--- src/hw/alarm_relay_defines.vh ---
// constants for the process alarm relay block
// assumes a 100 MHz system clock and a synchronous active-high reset
`ifndef ALARM_RELAY_DEFINES_VH
`define ALARM_RELAY_DEFINES_VH

// clock and one-second time base
`define CLK_HZ          100000000
`define SEC_CYCLES      (`CLK_HZ / 1)

// apb register byte offsets
`define REG_CTRL        12'h000
`define REG_LIMITS      12'h004
`define REG_HYST        12'h008
`define REG_STATUS      12'h00C
`define REG_EVENT       12'h010

// control register fields
`define CTRL_HIGH_EN    0
`define CTRL_LOW_EN     1
`define CTRL_SUPPRESS   2
`define CTRL_PULSE      3
`define CTRL_OPEN       4
`define CTRL_BEEPMODE   5
`define CTRL_FAHR       6
`define CTRL_PLEN_LSB   8
`define CTRL_RESET      32'h0000_0500

// pulse length range in seconds
`define PULSE_MIN       7'h01
`define PULSE_MAX       7'h64

// event register command bits (write one to start)
`define EV_STEP_DONE    0
`define EV_STEP_START   1
`define EV_PROG_END     2
`define EV_BOIL_EVENT   3
`define EV_BOIL_START   4
`define EV_BOIL_STOP    5

// fault display alternates
`define FAULT_F_VALUE   10'h3A4
`define FAULT_C_VALUE   10'h1F4

`endif

--- src/hw/alarm_relay.v ---
// process alarm relay logic: alarm compare, suppression, relay action, beeper, fault display
// assumes an apb master on CLK_IN, a new temperature sample strobe and a fault input
//
// Contract
// - with suppression on, relay stays inactive after power-up in low zone
// - suppression applies only with low limit on and never above low plus band
// - once above low plus band, suppression ends for good
// - high alarm sets above high limit, clears below high minus band
// - low alarm sets below low limit, clears above low plus band
// - each limit may be off; relay follows only enabled limits
// - with both limits on, low limit at or above high limit keeps alarm asserted
// - pulse lasts programmed whole seconds, 1 to 100; counted on the free-running second tick, so the first second is partial
// - step done sounds four 2 s tones with 1,2,1 s pauses
// - step timer start sounds three 1 s tones
// - program end sounds eight 5 s tones and flashes end
// - boil event repeats four-tone pattern until alert time elapses
// - boil first timer start sounds three 1 s tones
// - sensor fault alternates fault message with 932 F or 500 C
// - non-latching relay follows alarm condition
// - pulse action fires once per alarm onset for preset time
// - close polarity closes on alarm, open polarity opens on alarm
// - buzzer-follow mode makes relay active exactly while buzzer sounds
`timescale 1ns/10ps
`include "alarm_relay_defines.vh"

module alarm_relay #(
	parameter SEC_CYCLES = `SEC_CYCLES
) (
	// clock and reset
	input  wire        CLK_IN,
	input  wire        RESET_IN,
	// apb slave
	input  wire        PSEL_IN,
	input  wire        PENABLE_IN,
	input  wire        PWRITE_IN,
	input  wire [11:0] PADDR_IN,
	input  wire [31:0] PWDATA_IN,
	output wire [31:0] PRDATA_OUT,
	output wire        PREADY_OUT,
	output wire        PSLVERR_OUT,
	// temperature readout
	input  wire [9:0]  TEMP_IN,
	input  wire        TEMP_VALID_IN,
	input  wire        SENSOR_FAULT_IN,
	// relay, buzzer, display
	output reg         RELAY_CLOSED_OUT,
	output reg         BUZZER_OUT,
	output reg         END_FLASH_OUT,
	output reg         FAULT_MSG_OUT,
	output reg  [9:0]  FAULT_VALUE_OUT
);

	// beeper pattern codes
	localparam PAT_NONE  = 2'h0;
	localparam PAT_FOUR  = 2'h1;
	localparam PAT_THREE = 2'h2;
	localparam PAT_EIGHT = 2'h3;

	// configuration
	reg  [31:0] ctrl;
	reg  [9:0]  high_alarm_limit;
	reg  [9:0]  low_alarm_limit;
	reg  [9:0]  hysteresis_band;
	reg  [15:0] alert_secs;
	// alarm state
	reg         high_alarm;
	reg         low_alarm;
	reg         alarm_suppress;
	reg         alarm_prev;
	reg         pulse_on;
	reg  [6:0]  pulse_left;
	// time base and beeper
	reg  [31:0] sec_count;
	reg  [1:0]  pattern;
	reg  [4:0]  slot;
	reg  [2:0]  slot_sec;
	reg         boil_repeat;
	reg  [15:0] alert_left;
	reg         end_flash;
	reg         flash_phase;

	wire        high_en        = ctrl[`CTRL_HIGH_EN];
	wire        low_en         = ctrl[`CTRL_LOW_EN];
	wire        pulse_action   = ctrl[`CTRL_PULSE];
	wire        open_on_alarm  = ctrl[`CTRL_OPEN];
	wire        beep_mode      = ctrl[`CTRL_BEEPMODE];
	wire [6:0]  pulse_length   = ctrl[`CTRL_PLEN_LSB+6:`CTRL_PLEN_LSB];
	wire        sec_tick       = (sec_count == SEC_CYCLES - 1);
	wire        wr             = PSEL_IN & PENABLE_IN & PWRITE_IN;
	// band is added to the sample, so a band wider than the high limit cannot wrap
	wire [10:0] temp_plus_band = {1'b0, TEMP_IN} + {1'b0, hysteresis_band};
	wire [10:0] low_release    = {1'b0, low_alarm_limit} + {1'b0, hysteresis_band};
	wire        inverted       = low_en & high_en & (low_alarm_limit >= high_alarm_limit);

	// pattern table: returns {tone, length in seconds} for a slot of a pattern
	function [5:0] slot_info;
		input [1:0] pat;
		input [4:0] idx;
		begin
			case (pat)
				// four tones: 2 on,1 off,2 on,2 off,2 on,1 off,2 on,2 off
				PAT_FOUR: begin
					case (idx)
						5'h00: slot_info = {1'b1, 5'h02};
						5'h01: slot_info = {1'b0, 5'h01};
						5'h02: slot_info = {1'b1, 5'h02};
						5'h03: slot_info = {1'b0, 5'h02};
						5'h04: slot_info = {1'b1, 5'h02};
						5'h05: slot_info = {1'b0, 5'h01};
						5'h06: slot_info = {1'b1, 5'h02};
						5'h07: slot_info = {1'b0, 5'h02}; // gap keeps boil repeats apart
						default: slot_info = {1'b0, 5'h00};
					endcase
				end
				// three 1 s tones, 1 s gaps
				PAT_THREE: slot_info = (idx < 5'h05) ? {~idx[0], 5'h01} : {1'b0, 5'h00};
				// eight 5 s tones, 2 s gaps
				PAT_EIGHT: slot_info = (idx < 5'h0F) ? (idx[0] ? {1'b0, 5'h02} : {1'b1, 5'h05})
				                                     : {1'b0, 5'h00};
				default: slot_info = {1'b0, 5'h00};
			endcase
		end
	endfunction

	wire [5:0] cur_slot = slot_info(pattern, slot);
	wire       tone     = (pattern != PAT_NONE) & cur_slot[5];
	wire       slot_end = sec_tick & ({2'h0, slot_sec} + 5'h01 >= cur_slot[4:0]);
	wire       pat_done = slot_info(pattern, slot + 5'h01) == 6'h00;

	// suppression gate: option on, low limit on, never above low plus band since reset
	wire suppress_low = ctrl[`CTRL_SUPPRESS] & low_en & alarm_suppress;
	// combined alarm condition; only enabled limits count
	wire alarm_cond = inverted | (high_en & high_alarm)
	                | (low_en & low_alarm & ~suppress_low);
	reg  relay_active;

	// apb slave: zero wait, unmapped reads zero, no error
	reg [31:0] rdata;
	always @* begin
		case (PADDR_IN)
			`REG_CTRL:   rdata = ctrl;
			`REG_LIMITS: rdata = {6'h00, high_alarm_limit, 6'h00, low_alarm_limit};
			`REG_HYST:   rdata = {alert_secs, 6'h00, hysteresis_band};
			`REG_STATUS: rdata = {25'h0, relay_active, tone, alarm_suppress, pulse_on,
			                      alarm_cond, low_alarm, high_alarm};
			default:     rdata = 32'h0000_0000;
		endcase
	end
	assign PRDATA_OUT  = rdata;
	assign PREADY_OUT  = 1'b1;
	assign PSLVERR_OUT = 1'b0;

	// register writes; pulse length clamped to its legal range
	always @(posedge CLK_IN) begin
		if (RESET_IN) begin
			ctrl             <= `CTRL_RESET;
			high_alarm_limit <= 10'h000;
			low_alarm_limit  <= 10'h000;
			hysteresis_band  <= 10'h003;
			alert_secs       <= 16'h003C;
		end else if (wr) begin
			case (PADDR_IN)
				`REG_CTRL: begin
					ctrl <= PWDATA_IN;
					if (PWDATA_IN[`CTRL_PLEN_LSB+6:`CTRL_PLEN_LSB] < `PULSE_MIN)
						ctrl[`CTRL_PLEN_LSB+6:`CTRL_PLEN_LSB] <= `PULSE_MIN;
					else if (PWDATA_IN[`CTRL_PLEN_LSB+6:`CTRL_PLEN_LSB] > `PULSE_MAX)
						ctrl[`CTRL_PLEN_LSB+6:`CTRL_PLEN_LSB] <= `PULSE_MAX;
				end
				`REG_LIMITS: begin
					high_alarm_limit <= PWDATA_IN[25:16];
					low_alarm_limit  <= PWDATA_IN[9:0];
				end
				`REG_HYST: begin
					hysteresis_band <= PWDATA_IN[9:0];
					alert_secs      <= PWDATA_IN[31:16];
				end
				default: ;
			endcase
		end
	end

	// hysteresis comparators, evaluated only on a new sample
	always @(posedge CLK_IN) begin
		if (RESET_IN) begin
			high_alarm     <= 1'b0;
			low_alarm      <= 1'b0;
			alarm_suppress <= 1'b1;
		end else if (TEMP_VALID_IN) begin
			if (TEMP_IN > high_alarm_limit)
				high_alarm <= 1'b1;
			else if (temp_plus_band < {1'b0, high_alarm_limit})
				high_alarm <= 1'b0;
			if (TEMP_IN < low_alarm_limit)
				low_alarm <= 1'b1;
			else if ({1'b0, TEMP_IN} > low_release) begin
				low_alarm      <= 1'b0;
				alarm_suppress <= 1'b0;
			end
		end
	end

	// one-second time base, free running
	always @(posedge CLK_IN) begin
		if (RESET_IN || sec_tick)
			sec_count <= 32'h0;
		else
			sec_count <= sec_count + 32'h1;
	end

	// pulse action: one pulse per onset, rearmed only after release
	always @(posedge CLK_IN) begin
		if (RESET_IN) begin
			alarm_prev <= 1'b0;
			pulse_on   <= 1'b0;
			pulse_left <= 7'h00;
		end else begin
			alarm_prev <= alarm_cond;
			if (alarm_cond && !alarm_prev) begin
				pulse_on   <= 1'b1;
				pulse_left <= pulse_length;
			end else if (pulse_on && sec_tick) begin
				pulse_left <= pulse_left - 7'h01;
				if (pulse_left == 7'h01)
					pulse_on <= 1'b0;
			end
		end
	end

	// beeper sequencer; a new event restarts the pattern
	always @(posedge CLK_IN) begin
		if (RESET_IN) begin
			pattern     <= PAT_NONE;
			slot        <= 5'h00;
			slot_sec    <= 3'h0;
			boil_repeat <= 1'b0;
			alert_left  <= 16'h0000;
			end_flash   <= 1'b0;
		end else if (wr && PADDR_IN == `REG_EVENT) begin
			slot     <= 5'h00;
			slot_sec <= 3'h0;
			// clear first, so an end event in the same write wins
			if (PWDATA_IN[`EV_BOIL_STOP])
				end_flash <= 1'b0;
			if (PWDATA_IN[`EV_STEP_DONE]) begin
				pattern     <= PAT_FOUR;
				boil_repeat <= 1'b0;
			end else if (PWDATA_IN[`EV_STEP_START] || PWDATA_IN[`EV_BOIL_START]) begin
				pattern     <= PAT_THREE;
				boil_repeat <= 1'b0;
			end else if (PWDATA_IN[`EV_PROG_END]) begin
				pattern     <= PAT_EIGHT;
				end_flash   <= 1'b1;
				boil_repeat <= 1'b0;
			end else if (PWDATA_IN[`EV_BOIL_EVENT]) begin
				pattern     <= PAT_FOUR;
				boil_repeat <= 1'b1;
				alert_left  <= alert_secs;
			end
		end else begin
			// alert duration counts down; reaching zero stops the repeat
			if (boil_repeat && sec_tick) begin
				if (alert_left <= 16'h0001) begin
					boil_repeat <= 1'b0;
					pattern     <= PAT_NONE;
				end
				alert_left <= alert_left - 16'h0001;
			end
			if (pattern != PAT_NONE && slot_end) begin
				slot_sec <= 3'h0;
				if (pat_done) begin
					slot <= 5'h00;
					if (!boil_repeat)
						pattern <= PAT_NONE;
				end else
					slot <= slot + 5'h01;
			end else if (pattern != PAT_NONE && sec_tick)
				slot_sec <= slot_sec + 3'h1;
		end
	end

	// relay selection: buzzer follow, pulse or follow the alarm
	always @* begin
		if (beep_mode)
			relay_active = tone;
		else if (pulse_action)
			relay_active = pulse_on;
		else
			relay_active = alarm_cond;
	end

	// registered outputs; fault display alternates once a second
	always @(posedge CLK_IN) begin
		if (RESET_IN) begin
			RELAY_CLOSED_OUT <= 1'b0;
			BUZZER_OUT       <= 1'b0;
			END_FLASH_OUT    <= 1'b0;
			FAULT_MSG_OUT    <= 1'b0;
			FAULT_VALUE_OUT  <= 10'h000;
			flash_phase      <= 1'b0;
		end else begin
			RELAY_CLOSED_OUT <= relay_active ^ open_on_alarm;
			BUZZER_OUT       <= tone;
			if (sec_tick)
				flash_phase <= ~flash_phase;
			END_FLASH_OUT   <= end_flash & flash_phase;
			FAULT_MSG_OUT   <= SENSOR_FAULT_IN & ~flash_phase;
			FAULT_VALUE_OUT <= (SENSOR_FAULT_IN & flash_phase)
			                   ? (ctrl[`CTRL_FAHR] ? `FAULT_F_VALUE : `FAULT_C_VALUE)
			                   : 10'h000;
		end
	end

endmodule // alarm_relay

--- config.mk ---
export PLATFORM = sky130hd
export DESIGN_NAME = alarm_relay
export DESIGN_NICKNAME = d
export VERILOG_FILES = /design/src/hw/alarm_relay.v
export VERILOG_INCLUDE_DIRS = /design/src /design/src/hw
export SDC_FILE = /design/constraint.sdc
export NUM_CORES = 1
export LEC_CHECK = 0
export CAP_MARGIN = 20
export CELL_PAD_IN_SITES_DETAIL_PLACEMENT = 1
export CELL_PAD_IN_SITES_GLOBAL_PLACEMENT = 2
export CORE_AREA = 8 8 151 188
export CTS_BUF_LIST = sky130_fd_sc_hd__clkbuf_8
export CTS_CLUSTER_DIAMETER = 150
export DETAILED_ROUTE_END_ITERATION = 7
export DIE_AREA = 0 0 159 196
export DONT_BUFFER_PORTS = 1
export PLACE_DENSITY_LB_ADDON = 0.08
export SYNTH_ARGS = -nofsm -noshare
export SYNTH_HDL_FRONTEND = slang
export SYNTH_SLANG_ARGS = --single-unit
--- constraint.sdc ---
create_clock -name CLK_IN -period 4.3 [get_ports CLK_IN]
set_clock_uncertainty 0.2 [all_clocks]
set_input_delay 0.86 -clock CLK_IN [delete_from_list [all_inputs] [get_ports CLK_IN]]
set_output_delay 0.86 -clock CLK_IN [all_outputs]
set_load 0.005 [all_outputs]
### After elaboration in Yosys (flattened, before gate mapping)

Memories as Yosys holds them, arrays and structs flattened. A register that Yosys moved wholly into a read port is not among the register bits.
Index checks and enable logic that the tools add are counted.

| word-level totals | value |
|---|---|
| input port bits | 61 |
| bits in registers | 165 |
| ROM bits | 48 |
| memories | 2 |

Memories:

| name | words | bits a word | read ports | clocked after Yosys merged registers in | write ports | RTL line | RTL |
|---|---|---|---|---|---|---|---|
| (name not given) | 8 | 3 | 1 | 0 | 0 | alarm_relay.v:103 | `case (idx)` |
| (name not given) | 8 | 3 | 1 | 1 | 0 | alarm_relay.v:103 |  |

| cells by class | value |
|---|---|
| muxes and demuxes | 55 |
| order comparisons | 13 |
| bitwise operators | 23 |
| equal/unequal tests | 14 |
| reductions and logical operators | 32 |
| $add $sub $neg | 8 |

Operator list:

| kind | number |
|---|---|
| 32-bit case mux with 4 select lines | 1 |
| 16-bit two-way mux | 6 |
| 6-bit two-way mux | 8 |
| 6-bit case mux with 3 select lines | 2 |
| 32-bit by 1-bit adder with 32-bit output, second input constant | 1 |
| 32-bit by 27-bit equality test with 1-bit output, second input constant | 1 |
| 7-bit two-way mux | 4 |
| 12-bit by 4-bit equality test with 1-bit output, second input constant | 2 |
| 10-bit by 10-bit adder with 11-bit output | 2 |
| 1-bit two-way mux | 20 |
| 2-bit two-way mux | 10 |
| 16-bit by 1-bit less-or-equal comparator with 1-bit output, second input constant | 1 |
| 16-bit by 1-bit subtractor with 16-bit output, second input constant | 1 |
| 1-bit bitwise AND | 14 |
| 2-bit nonzero test | 7 |
| 12-bit by 3-bit equality test with 1-bit output, second input constant | 1 |
| 12-bit by 5-bit equality test with 1-bit output, second input constant | 1 |
| 12-bit zero test | 1 |
| 2-bit AND reduction | 6 |
| 10-bit by 11-bit > comparator with 1-bit output | 1 |
| 11-bit by 10-bit less-than comparator with 1-bit output | 1 |
| 10-bit >= comparator | 1 |
| 10-bit > comparator | 1 |
| 10-bit less-than comparator | 1 |
| 29 further kinds | 51 |

### Longest topological paths before layout

| logic depth | value |
|---|---|
| depth in word-level cells | 8 |
| mapped depth | 15 |

### Worst setup path after synthesis

Ideal clock, no wire load.

| timing path | value |
|---|---|
| path kind | input -> output |
| from | input PADDR_IN[2] |
| to | output PRDATA_OUT[23] |
| data required time | 3.240 ns |
| path slack | 1.016 ns |
| arrival | 2.224 ns |
| path buffers | 3 |
| cell stages on the path | 7 |
| path through | buf_2 buf_2 buf_1 mux2i_1 nor2_1 a21oi_1 nor2_1 |

| between the ends | value |
|---|---|
| cells in the longest elaborated chain, start to end | 2 |

RTL lines:

| item | RTL line | RTL |
|---|---|---|
| from (decl) | alarm_relay.v:36 | `input wire [11:0] PADDR_IN,` |
| 12-bit by 4-bit equality test with 1-bit output (tied with other cells) | alarm_relay.v:140 | `case (PADDR_IN)` |
| 32-bit case mux with 4 select lines (*) | alarm_relay.v:140 |  |
| to (decl) | alarm_relay.v:38 | `output wire [31:0] PRDATA_OUT,` |

Every way passes the cells marked *; elsewhere a longest branch is shown, timed or not.

### Worst setup path in the final report

| timing path | value |
|---|---|
| from | register high_alarm_limit[8] |
| to | output PRDATA_OUT[2] |

| between the ends | value |
|---|---|
| cells in the longest elaborated chain, start to end | 5 |

RTL lines:

| item | RTL line | RTL |
|---|---|---|
| from (decl) | alarm_relay.v:61 | `reg [9:0] high_alarm_limit;` |
| from (signal assigned) | alarm_relay.v:171 | `high_alarm_limit <= PWDATA_IN[25:16];` |
| 10-bit >= comparator | alarm_relay.v:93 | `wire inverted = low_en & high_en & (low_alarm_limit >= high_alarm_limit);` |
| 1-bit bitwise AND | alarm_relay.v:93 |  |
| 1-bit bitwise OR | alarm_relay.v:133 | `wire alarm_cond = inverted \| (high_en & high_alarm)` |
| 1-bit bitwise OR | alarm_relay.v:134 | `\| (low_en & low_alarm & ~suppress_low);` |
| 32-bit case mux with 4 select lines | alarm_relay.v:140 |  |

No other way between the ends.

==> results by stage <==
Logic synthesis:
- The number of distinct library cell variants in the gate-level netlist after synthesis is 70.
- The most used flip-flop cell after synthesis is dfxtp_1.
- Counting instances in the post-synthesis netlist gives the leading cell types as nand2_1 (203), dfxtp_1 (161), a21oi_1 (147), nor2_1 (132), ha_1 (80).
- The count of flip-flops with a built-in enable after synthesis is 0.
- The top cell type by total area after synthesis is dfxtp_1.
- Summing every instance area after synthesis gives 9760 um2.
- By area the synthesized netlist is led by dfxtp_1 (33%), ha_1 (10%), nand2_1 (7.8%).
- Of the synthesized area, sequential elements account for 33.0%.
- The Yosys step of the flow raised 0 warnings.
- In this run the mean area of a mapped cell was 7.80 um2.
- After synthesis, the share of flip-flops with an asynchronous set or reset is 0%.
- The most common cell in the synthesized netlist is nand2_1.
- The flop and latch count out of synthesis is 161.
- In this run the biggest area consumer among cell types represents 33.0% of the synthesized area.
- The synthesized instance count is 1,251.

Placed design:
- The count of port buffers added during placement is 0.
- Prior to clock tree synthesis, the placed netlist has a worst setup slack of 0.733 ns.
- The wire-length estimate of the detail-placed layout is 24.4 mm.
- The routability congestion estimate is 0.858.

STA:
- Setup repair after global routing left no endpoint under its margin.
- The worst pin sits at a relative slew slack of 31.8%.
- The hold slack is 0.255 ns.
- Derived from the worst setup path, the maximum achievable clock frequency is 0.255 GHz.
- The slack of the critical path is 0.376 ns.
- The post-route minimum period is 3.92 ns.
- Setup violations remaining at the end of the flow were counted as 0.
- For the pin with the worst max-slew slack, the measured transition is 1.02 ns.
- The final-report hold violation count is 0.
- The number of max-slew violations in the final report was 0.
- The share of the clock period used by the worst path is 91.3%.
- The sum of negative setup slack is 0 ns.

Drt:
- The total wire length after detailed routing is 32.3 mm.
- The count of nets left with antenna violations once routing finished came out at 0.
- The post-route DRC violation count is 0.
- The number of vias in the routed layout is 8,654.
- The number of DRC markers after the initial detailed-route iteration is 420.
- The routed wirelength normalized by instance count is 20.5 um.
- The number of iterations in the first detailed-routing pass is 5.
- In the routed layout, each cell is associated on average with a via count of 5.49.

Clock network:
- The number of buffers between clock root and the deepest sink is 2.
- The cell chosen for the clock root is clkbuf_8.
- The H-tree was split into 4 levels.
- The clock network latency to the later pin of the worst-skew pair is 0.48 ns.
- TritonCTS built the clock tree.
- The buffers inserted during post-CTS setup optimization is 0.
- The total of hold buffers inserted after clock tree synthesis is 0.
- Counting every sink on the clock net gives 161.
- The post-cts sizing count is 0.
- The clock edge transition at the registers on the reported setup and hold paths is 0.09 ns.
- In this run, CTS created clock tree buffers numbering 17.

Power and ir drop:
- In this run the power density over the cells is 266 nW/um2.
- The leakage power figure is 3.84 nW.
- The highest ir drop seen on vdd is 0.171 mV.

Layout:
- The area growth from synthesis to layout is 6.82%.
- After the last flow step, the layout net total stands at 1,365.
- The share of post-route cells with drive strength above 1 is 6.23%.
- 0 antenna diodes ended up in the layout.
- At the end of the flow the core is filled with cells to 40.7%.
- The count of filler cells inserted in the layout is 3,166.

Setup path:
- Data arrives at the worst endpoint at 2.86 ns.
- Following the worst setup path forward leads to its endpoint at PRDATA_OUT[2].
- The start point of the critical path is high_alarm_limit[8].
- The number of buffer and inverter stages on the critical path is 1.
- The element type at the critical path start is a register.
- Counting cells, the worst reg-to-reg path comes to 13.
- The data required time of the worst path is 3.24 ns.
- The endpoint identified for the worst register-to-register timing path is alarm_suppress.
- The reg-to-reg critical path startpoint is low_alarm_limit[1].
- The critical setup path kind is register to output port.
- The cell depth of the worst setup path is 8.
- The critical-path maximum fanout is 4.
- The worst register-to-register path has a setup slack of 0.69 ns.
- The slowest stage of the critical path is the mux4_2 cell.
- The worst setup path is captured at an output port.
- The critical path goes through inv_1, ha_1, a21o_1, a221oi_1, o21ai_0, a31o_2, mux4_2, nor2b_1.
- Grouping stages by cell kind, the critical path spends the most delay in compound AO/OA/AOI/OAI gates.
- The largest single stage delay on the critical path is 0.46 ns.

Floorplanning:
- In this run the standard cell core region covers 25,600 um2.
- After floorplanning, the core was divided into 66 placement rows.
- The chip width is 159 um.
- The floorplan step defined a die boundary enclosing 31,200 um2.
- The initial utilization of the core area, before any placement, comes to 38.1%.
- During I/O placement, the number of pins put on the boundary was 109.
- Measured along the y axis, the die boundary spans 196 um.

Global route:
- The number of global-route vias before repair is 9,132.
- In the global route stage, overall resource usage came out at 20.8%.
- The largest net degree at the start of global routing is 106.
- The first global-routing pass estimated 51.2 mm of wire.
- For this run the aggregate overflow at the end of global routing stands at 0.
- The number of antenna violations at the first check in global routing is 0.

Hold path:
- The hold path startpoint is sec_count[0].
- The tightest min-delay check is of the register to register type.

Job:
- The count of maximum capacitance violations is 0.

Status:
- The flow ran to the end, and the final reports show no timing, DRC or antenna violations.
## worst min path at each step
stage / cells past startpoint / slack, ns / to
6_report: 1 / 0.26 / sec_count[0]
5_1_grt: 1 / 0.24 / ctrl[11]
4_1_cts: 1 / 0.24 / low_alarm_limit[7]
3_5_place_dp: 1 / 0.24 / sec_count[0]
3_3_place_gp: 1 / 0.23 / sec_count[0]
2_1_floorplan: 1 / 0.22 / sec_count[0]
## report_power, final
part           internal [mW]  switching (mW)
Sequential              1.49         0.00487
Clock                  0.529           0.618
Combinational         0.0560          0.0649
## layer usage
metal	wire, um	part of all wire (%)	global-route usage [%]	up-vias
met5	0	0	0	-
met1	13500	42	23.2	4225
met3	1640	5.1	5.22	33
met2	16400	51	37.6	112
li1	-	-	-	4284
met4	719	2.2	7.25	0
## cell type report
| type | instances | area, um2 | area share, % |
|---|---|---|---|
| Inverter | 50 | 188 | 1.80 |
| Tap cell | 340 | 425 | 4.08 |
| Clock inverter | 14 | 141 | 1.36 |
| Sequential cell | 161 | 3220 | 30.9 |
| Timing Repair Buffer | 18 | 135 | 1.30 |
| Clock buffer | 18 | 248 | 2.38 |
| Multi-Input combinational cell | 974 | 6060 | 58.2 |
## metrics by stage
step                power (mW)  cells  area (um2)
finish                    2.77   1575       10400
global route              2.87   1575       10400
CTS                       2.81   1575       10400
detailed placement        1.66   1543       10000
global placement          1.66   1543       10000
floorplan                 1.65   1254        9770
## layout by cell type, fill, tap and decap left out, types with 4 or more instances in the layout
| master | instances |
|---|---|
| mux2i_1 | 24 |
| and3_1 | 15 |
| xnor2_1 | 29 |
| nor3b_1 | 5 |
| nor4_1 | 10 |
| nand3b_1 | 6 |
| o21ai_0 | 48 |
| nand2_1 | 203 |
| a21o_1 | 19 |
| xor2_1 | 23 |
| clkinv_2 | 5 |
| clkbuf_8 | 18 |
| and2_1 | 12 |
| or3_1 | 11 |
| buf_4 | 18 |
| a21oi_1 | 147 |
| o211ai_1 | 8 |
| conb_1 | 5 |
| ha_1 | 80 |
| nor2b_1 | 13 |
| dfxtp_1 | 161 |
| a211oi_1 | 4 |
| mux4_2 | 6 |
| nor2_1 | 131 |
| nand3_1 | 34 |
| o31ai_1 | 9 |
| a31oi_1 | 7 |
| nand4b_1 | 5 |
| nand2b_1 | 8 |
| nor4b_1 | 6 |
| inv_1 | 51 |
| nor3_1 | 25 |
| o21a_1 | 7 |
| nand4_1 | 18 |
## cells by family (layout without fill, tap and decap cells)
family | Yosys count | after routing | share of synthesized area, %
multiplexers | 31 | 31 | 3.96
AND/OR/NAND/NOR | 524 | 524 | 25.6
other | 2 | 5 | 0.0770
flip-flops | 161 | 161 | 33.0
buffers and inverters | 119 | 100 | 5.14
XOR/XNOR | 52 | 52 | 4.67
AO/OA/AOI/OAI | 280 | 280 | 16.9
adder cells (fa/ha/maj) | 82 | 82 | 10.7
## sequential cells by signal (all words and copies together), names as in the netlist, 2 cells and up, named ones only
name              count
alert_secs           16
high_alarm_limit     10
FAULT_VALUE_OUT       3
sec_count            32
low_alarm_limit      10
pulse_left            7
pattern               2
slot                  5
slot_sec              3
ctrl                 32
alert_left           16
hysteresis_band      10
(Power assumes the default switching activity.)
